## config.mk

```make
export PLATFORM = sky130hd
export DESIGN_NAME = xfer_classifier
export DESIGN_NICKNAME = d
export VERILOG_FILES = /design/src/rtl/xfer_pkg.sv /design/src/rtl/xfer_classifier.sv /design/src/rtl/beat_addr_gen.sv
export VERILOG_INCLUDE_DIRS = /design/src /design/src/rtl
export SDC_FILE = /design/constraint.sdc
export NUM_CORES = 1
export LEC_CHECK = 0
export BUFFER_PORTS_ARGS = -buffer_cell sky130_fd_sc_hd__buf_2
export CORE_MARGIN = 1.5
export CORE_UTILIZATION = 51
export CTS_BUF_LIST = sky130_fd_sc_hd__clkbuf_8
export CTS_CLUSTER_DIAMETER = 200
export DETAILED_ROUTE_END_ITERATION = 12
export GPL_TIMING_DRIVEN = 0
export PLACE_DENSITY = 0.83
export SYNTH_ARGS = -nofsm -noshare
export SYNTH_HDL_FRONTEND = slang
export SYNTH_SLANG_ARGS = --single-unit
```

## constraint.sdc

```tcl
create_clock -name mclk -period 5.5 [get_ports mclk]
set_input_delay 0.825 -clock mclk [delete_from_list [all_inputs] [get_ports mclk]]
set_output_delay 0.825 -clock mclk [all_outputs]
set_load 0.05 [all_outputs]
```

## src/rtl/xfer_cfg.svh

```systemverilog
// Constants for the processor bus transfer classifier.
`ifndef XFER_CFG_SVH
`define XFER_CFG_SVH
// Length hint encodings.
`define HINT_NONE 2'h0
`define HINT_WB4 2'h1
`define HINT_LINE8 2'h2
`define HINT_SINGLE 2'h3
// Protection encodings for forced-privileged transfers.
`define PROT_PRIV_FETCH 2'h2
`define PROT_PRIV_DATA 2'h3
// Burst geometry.
`define LINE_BEATS 4'h8
`define HALF_BEATS 4'h4
`define HALF_OFFSET 5'h10
`define BEAT_STEP 32'h4
`endif

```

## src/rtl/xfer_pkg.sv

```systemverilog
// Types shared by the transfer classifier modules.
`default_nettype none
package xfer_pkg;
	// Kinds of transfer the core can ask for.
	typedef enum logic [3:0] {
		k_fetch_nc, k_load_nc, k_store_nb, k_store_b, k_line_i, k_line_d,
		k_evict_lo, k_evict_hi, k_evict_all, k_swap, k_walk_i, k_walk_d
	} xfer_kind_e;
	// Sequencer states.
	typedef enum logic [1:0] {st_idle, st_addr, st_beat, st_pen} seq_state_e;
	// Request from the core.
	typedef struct packed {
		xfer_kind_e kind;
		logic [31:0] addr;
		logic [3:0] nwords;
		logic priv;
	} xfer_req_s;
	// Classification towards the bus.
	typedef struct packed {
		logic address_strobe_out;
		logic [31:0] addr;
		logic write_direction_out;
		logic [1:0] hint;
		logic [1:0] protection_out;
		logic lock;
		logic more_words_pending;
	} bus_out_s;
endpackage
`default_nettype wire

```

## src/rtl/xfer_classifier.sv

```systemverilog
// Bus transfer classifier and sequencer for the processor's bus master port.
`default_nettype none
`include "xfer_cfg.svh"
module xfer_classifier (
	input wire logic mclk,
	input wire logic rst_n,
	input wire logic req_valid,
	input wire xfer_pkg::xfer_req_s req,
	output logic req_ready,
	output logic req_done,
	input wire logic bus_grant_in,
	input wire logic beat_done_in,
	input wire logic wrapper_mode,
	input wire logic slave_test,
	input wire logic slave_select,
	output logic slave_ack,
	output xfer_pkg::bus_out_s bus
);
	// ************************************************************
	// Classification
	// ************************************************************
	// Decode of one request kind into its bus signature.
	typedef struct packed {
		logic [1:0] hint;
		logic write;
		logic data;
		logic forced_priv;
		logic [1:0] fprot;
		logic [3:0] beats;
		logic [4:0] offs;
		logic line;
		logic pen;
	} class_s;

	function automatic class_s classify(input xfer_pkg::xfer_req_s r);
		class_s c;
		c = '{hint: `HINT_NONE, write: 1'b0, data: 1'b1, forced_priv: 1'b0,
			fprot: `PROT_PRIV_DATA, beats: 4'h1, offs: 5'h00, line: 1'b0, pen: 1'b0};
		case (r.kind)
			xfer_pkg::k_fetch_nc: c.data = 1'b0;
			xfer_pkg::k_load_nc: c.beats = r.nwords;
			xfer_pkg::k_store_nb: begin
				c.write = 1'b1;
				c.beats = r.nwords;
				c.pen = 1'b1;
			end
			xfer_pkg::k_store_b: begin
				c.write = 1'b1;
				c.hint = `HINT_SINGLE;
				c.beats = r.nwords;
			end
			xfer_pkg::k_line_i, xfer_pkg::k_line_d: begin
				c.hint = `HINT_LINE8;
				c.data = (r.kind == xfer_pkg::k_line_d);
				c.beats = `LINE_BEATS;
				c.line = 1'b1;
			end
			xfer_pkg::k_evict_lo, xfer_pkg::k_evict_hi: begin
				c.write = 1'b1;
				c.hint = `HINT_WB4;
				c.beats = `HALF_BEATS;
				c.line = 1'b1;
				c.offs = (r.kind == xfer_pkg::k_evict_hi) ? `HALF_OFFSET : 5'h00;
				c.forced_priv = 1'b1;
			end
			xfer_pkg::k_evict_all: begin
				c.write = 1'b1;
				c.hint = `HINT_LINE8;
				c.beats = `LINE_BEATS;
				c.line = 1'b1;
				c.forced_priv = 1'b1;
			end
			xfer_pkg::k_swap: c.pen = 1'b1;
			xfer_pkg::k_walk_i, xfer_pkg::k_walk_d: begin
				c.hint = `HINT_SINGLE;
				c.forced_priv = 1'b1;
				c.fprot = (r.kind == xfer_pkg::k_walk_i) ? `PROT_PRIV_FETCH
					: `PROT_PRIV_DATA;
			end
			default: c.beats = 4'h1;
		endcase
		if (c.beats == 4'h0) begin
			c.beats = 4'h1;
		end
		return c;
	endfunction

	// ************************************************************
	// Sequencer state
	// ************************************************************
	xfer_pkg::seq_state_e state_ff, nxt_state; // Phase of the current transfer.
	logic [1:0] hint_ff, nxt_hint; // Length hint, held until the next transfer.
	logic [1:0] prot_ff, nxt_prot; // Protection bits.
	logic write_ff, nxt_write; // Direction of the transfer.
	logic lock_ff, nxt_lock; // Keeps a swap's two halves together.
	logic pen_ff, nxt_pen; // Wrapper penalty owed per beat.
	logic swap_rd_ff, nxt_swap_rd; // Read half of a swap in progress.
	logic slave_ack_ff, nxt_slave_ack; // Slave answer in test mode.
	logic done_ff, nxt_done; // Completion pulse to the core.
	class_s cls;
	logic take; // Request accepted this cycle.
	logic beat_end; // Current beat finished on the bus.
	logic gen_load;
	logic [31:0] gen_base;
	logic [3:0] gen_beats;
	logic gen_last;
	logic [31:0] addr_w;

	assign cls = classify(req);
	// Slave test mode never starts a master transfer.
	assign req_ready = (state_ff == xfer_pkg::st_idle) && !slave_test;
	assign take = req_valid && req_ready;
	assign beat_end = (state_ff == xfer_pkg::st_beat) && bus_grant_in && beat_done_in;

	// ************************************************************
	// Next-state logic
	// ************************************************************
	// The penalty cycle is only spent behind the wrapper; a plain bus pays nothing.
	always_comb begin
		logic advance;
		advance = 1'b0;
		nxt_state = state_ff;
		nxt_hint = hint_ff;
		nxt_prot = prot_ff;
		nxt_write = write_ff;
		nxt_lock = lock_ff;
		nxt_pen = pen_ff;
		nxt_swap_rd = swap_rd_ff;
		nxt_done = 1'b0;
		nxt_slave_ack = slave_test && slave_select;
		gen_load = 1'b0;
		gen_base = addr_w;
		gen_beats = 4'h1;
		case (state_ff)
			xfer_pkg::st_idle: begin
				if (take) begin
					nxt_state = xfer_pkg::st_addr;
					nxt_hint = cls.hint;
					nxt_write = cls.write;
					nxt_prot = cls.forced_priv ? cls.fprot : {req.priv, cls.data};
					nxt_lock = (req.kind == xfer_pkg::k_swap);
					nxt_swap_rd = (req.kind == xfer_pkg::k_swap);
					nxt_pen = cls.pen && wrapper_mode;
					gen_load = 1'b1;
					gen_beats = cls.beats;
					gen_base = cls.line ? {req.addr[31:5], cls.offs} : req.addr;
					// Buffered stores are posted: the core resumes at once.
					nxt_done = (req.kind == xfer_pkg::k_store_b);
				end
			end
			xfer_pkg::st_addr: begin
				if (bus_grant_in) begin
					nxt_state = xfer_pkg::st_beat;
				end
			end
			xfer_pkg::st_beat: begin
				if (beat_end) begin
					if (pen_ff) begin
						nxt_state = xfer_pkg::st_pen;
					end else begin
						advance = 1'b1;
					end
				end
			end
			xfer_pkg::st_pen: advance = 1'b1;
			default: nxt_state = xfer_pkg::st_idle;
		endcase
		if (advance) begin
			if (!gen_last) begin
				nxt_state = xfer_pkg::st_beat;
			end else if (swap_rd_ff) begin
				// Write half of the swap reuses the read address, still locked.
				nxt_state = xfer_pkg::st_addr;
				nxt_write = 1'b1;
				nxt_swap_rd = 1'b0;
				gen_load = 1'b1;
				gen_base = addr_w;
			end else begin
				nxt_state = xfer_pkg::st_idle;
				nxt_lock = 1'b0;
				nxt_done = (hint_ff != `HINT_SINGLE) || !write_ff;
			end
		end
	end

	// Registers only.
	always_ff @(posedge mclk or negedge rst_n) begin
		if (!rst_n) begin
			state_ff <= xfer_pkg::st_idle;
			hint_ff <= `HINT_NONE;
			prot_ff <= 2'h0;
			write_ff <= 1'b0;
			lock_ff <= 1'b0;
			pen_ff <= 1'b0;
			swap_rd_ff <= 1'b0;
			slave_ack_ff <= 1'b0;
			done_ff <= 1'b0;
		end else begin
			state_ff <= nxt_state;
			hint_ff <= nxt_hint;
			prot_ff <= nxt_prot;
			write_ff <= nxt_write;
			lock_ff <= nxt_lock;
			pen_ff <= nxt_pen;
			swap_rd_ff <= nxt_swap_rd;
			slave_ack_ff <= nxt_slave_ack;
			done_ff <= nxt_done;
		end
	end

	// Address and beat counting live in their own small module.
	beat_addr_gen #(.CNT_W(4)) u_gen (
		.mclk(mclk),
		.rst_n(rst_n),
		.load(gen_load),
		.base(gen_base),
		.beats(gen_beats),
		.step(beat_end && !pen_ff || state_ff == xfer_pkg::st_pen),
		.addr_ff(addr_w),
		.last(gen_last)
	);

	// ************************************************************
	// Outputs
	// ************************************************************
	// Strobe marks the address phase; the lock relies on the arbiter holding off others.
	assign bus.address_strobe_out = (state_ff == xfer_pkg::st_addr);
	assign bus.addr = addr_w;
	assign bus.write_direction_out = write_ff;
	assign bus.hint = hint_ff;
	assign bus.protection_out = prot_ff;
	assign bus.lock = lock_ff;
	assign bus.more_words_pending = (state_ff != xfer_pkg::st_idle) && !gen_last;
	assign slave_ack = slave_ack_ff;
	assign req_done = done_ff;
endmodule
`default_nettype wire

```

## src/rtl/beat_addr_gen.sv

```systemverilog
// Burst address and beat counter for one transfer.
`default_nettype none
`include "xfer_cfg.svh"
module beat_addr_gen #(
	parameter int CNT_W = 4
) (
	input wire logic mclk,
	input wire logic rst_n,
	input wire logic load,
	input wire logic [31:0] base,
	input wire logic [CNT_W-1:0] beats,
	input wire logic step,
	output logic [31:0] addr_ff,
	output logic last
);
	// ************************************************************
	// Counter state
	// ************************************************************
	logic [CNT_W-1:0] rem_ff; // Beats still to go, current included.
	logic [31:0] nxt_addr;
	logic [CNT_W-1:0] nxt_rem;

	// Fewer than four counter bits could not count the eight beats of a line.
	if (CNT_W < 4) begin : g_cnt_check
		$error("beat_addr_gen: CNT_W too small");
	end

	// Loading wins over stepping, so a new transfer never inherits a stale count.
	always_comb begin
		nxt_addr = addr_ff;
		nxt_rem = rem_ff;
		if (load) begin
			nxt_addr = {base[31:2], 2'h0};
			nxt_rem = beats;
		end else if (step && rem_ff > 1) begin
			nxt_addr = addr_ff + `BEAT_STEP;
			nxt_rem = rem_ff - 1'b1;
		end
	end

	// Registers only.
	always_ff @(posedge mclk or negedge rst_n) begin
		if (!rst_n) begin
			addr_ff <= 32'h0;
			rem_ff <= '0;
		end else begin
			addr_ff <= nxt_addr;
			rem_ff <= nxt_rem;
		end
	end

	// Last beat flags the end of the burst.
	assign last = (rem_ff <= 1);
endmodule
`default_nettype wire

```

==> out/results.ini <==
[timing]
timing.fmax_ghz=0.376
maxSlewHeadroom_pct=30.2
slew_viol_final=0
period_needed_ns=2.66
rsz0062_at_grt=false
final-hold-violation-count=0
setup_tns_ns=0
tightest_slew_ns=1.05
holdWs_ns=0.505
period_share_pct=48.4
finClkSkew_ns=0.00736
setup-violations-final=0

[global_routing]
grt_max_degree=47
grt_pass1_wl_mm=14.6
grt_overflow=0
antenna_found_initial=0
first_global_vias=3064
grt_usage_pct=28.1

[clocking]
cts_setup_buffers=0
cts_tree=done
cts.sinks=46
post_cts_resized=0
ctsHtreeMaxLevel=2
cts.path.max_buffers=2
cts_made_buffers=5
ctsHoldBuffers=0
clk_latency_ns=0.30
cts_root_buf=clkbuf_8
cts.clk_slew.worst_paths_ns=0.09

[critical_path]
ff2ff_setup_slack_ns=3.18
timing.critical_path.from_type=flip-flop
worstSetupStartpoint=u_gen.rem_ff[0]
path_class=reg2out
reg2reg_from=state_ff[1]
end_kind=primary output
r2r_end=u_gen.addr_ff[9]
r2r_cells=8
worst_ep_arrival_time_ns=1.83
worst_ep_required_time_ns=4.68
path_max_fanout=5

[power_and_ir_drop]
power.density_nw_per_um2=617
max-vdd-ir-drop_uv=382
p_leak_nw=1.72

[synthesis]
synth_cell_types=74
ys_ff_latch=46
yosysSeqAreaShare_pct=35.9
ys.flop_type=dfrtp_1
synth_edf_count=0
synth.avg_cell_area_um2=8.76
syn_inst=366
async_reset_ff_share_pct=100
netlist_area_um2=3210
yosysWarnings=0

[status]
status=complete, no violations

[finish]
mostFrequentLayoutCells=buf_2 (93), dfrtp_1 (46), nand2_1 (31), nor2_1 (31)
syn_to_final_growth_pct=19.9
drive_gt1_share_pct=28.8
layout_commonest_cell=buf_2
antennaDiodeCount=0
nets=518
fill_cells=521

[place]
portBuffers=87
dpl.hpwl_mm=6.72
place.gp.congestion=0.915

[drt]
wl_met3_um=812
routed_wl_mm=9.44
drc=0
first_iter_violations=379
routedWlPerCell_um=17.6
dr_wl_met2_mm=4.43
wl_met1_mm=4.03
top_layer=met4
antenna_left=0
viasPerCell=6.33
drt_pass1_iterations=5
via_count=3401

[min_path]
whs_path_depth=2
worstHoldEndpoint=hint_ff[0]
hp-start=hint_ff[0]
hold_class=reg2reg

[floorplan]
die_w_um=82.3
die_height_um=82.3
initial_core_util_pct=53.5
core_um2=5990
rows=28
io_pins=92
dieArea_um2=6770

[run]
max_cap_violations=0

==> cells in the mapped netlist (4+ instances only) <==
cell type | number | area share (%)
ha_1 | 8 | 3.1
nand2_1 | 31 | 3.6
a21oi_1 | 22 | 3.4
nand3_1 | 18 | 2.8
a22o_1 | 6 | 1.6
o21ai_0 | 22 | 3.4
clkbuf_1 | 6 | 0.70
buf_4 | 7 | 1.6
nor3_1 | 9 | 1.4
buf_2 | 6 | 0.94
nor4_1 | 6 | 1.2
mux2i_1 | 4 | 1.2
or3_1 | 4 | 0.78
a22oi_1 | 9 | 2.1
dfrtp_1 | 46 | 36
nand4_1 | 6 | 1.2
inv_1 | 17 | 2.0
o2bb2ai_1 | 6 | 1.6
nand2b_1 | 6 | 1.2
nor2_1 | 31 | 3.6
and3_1 | 5 | 0.98
o22ai_1 | 5 | 0.98
and4_1 | 4 | 1.1
==> where the power goes <==
group	leakage, nW	internal, W	switching, W
clock network	0.0544	0.000115	0.000123
logic	1.10	0.000421	0.00101
registers	0.562	0.000496	0.000205
total	1.72	0.00103	0.00134
==> worst max-delay path: stages (launching register included) <==
cell     delay, ns
dfrtp_1       0.42
inv_1         0.07
ha_1          0.21
or2_1         0.34
a21oi_1       0.21
buf_2         0.29
==> worst max path at each step <==
stage                        end  depth (start not counted)
3_5_place_dp   u_gen.addr_ff[25]                          6
5_1_grt                   bus[0]                          5
4_1_cts                   bus[0]                          5
6_report                  bus[0]                          5
3_3_place_gp    u_gen.addr_ff[9]                          7
2_1_floorplan             bus[0]                          4
==> area by class of cell <==
class                           count  area (um2)  share of cell area, %
Timing Repair Buffer               87         435                   11.3
Sequential cell                    46        1150                   29.9
Buffer                             23         143                   3.71
Inverter                           17        63.8                   1.66
Multi-Input combinational cell    281        1850                   48.2
Tap cell                           75        93.8                   2.44
Clock inverter                      1        8.76                  0.228
Clock buffer                        7        96.3                   2.51
==> cell families (layout without fill, tap and decap cells) <==
kind of cell,Yosys count,count (layout),share of synthesized area (%)
other,1,2,0.117
xor gates and xnor gates,1,1,0.273
muxes,5,5,1.60
and+or+nand+nor,146,146,24.8
DFF,46,46,35.9
AOI/OAI and AO/OA,119,119,27.7
buffers and inverters,40,135,6.44
adders and majority gates,8,8,3.12
==> stage by stage <==
step	instances	setup WS [ns]	power, W	utilization (%)	instance area (um2)
final	537	2.84	0.00237	64.2	3840
after global routing	537	2.76	0.00251	64.2	3840
after CTS	537	2.85	0.00236	64.2	3840
after detailed placement	529	3.06	0.00212	62.4	3740
after global placement	529	3.06	0.00208	62.4	3740
after floorplan	367	2.90	0.00176	-	3210
==> registers in the layout, summed over array words and instances, names as in the netlist <==
register	cells
swap_rd_ff	1
req_done	1
slave_ack	1
prot_ff	2
hint_ff	2
lock_ff	1
state_ff	2
pen_ff	1
u_gen.addr_ff	30
u_gen.rem_ff	4
write_ff	1
==> layer usage <==
metal / vias to the layer above / GRT usage (%)
met4: 0 / 11.2
met5: - / 0
met1: 1623 / 38.3
li1: 1568 / -
met2: 193 / 43.8
met3: 17 / 5.27
No activity file was read; power rests on OpenSTA's default activity.
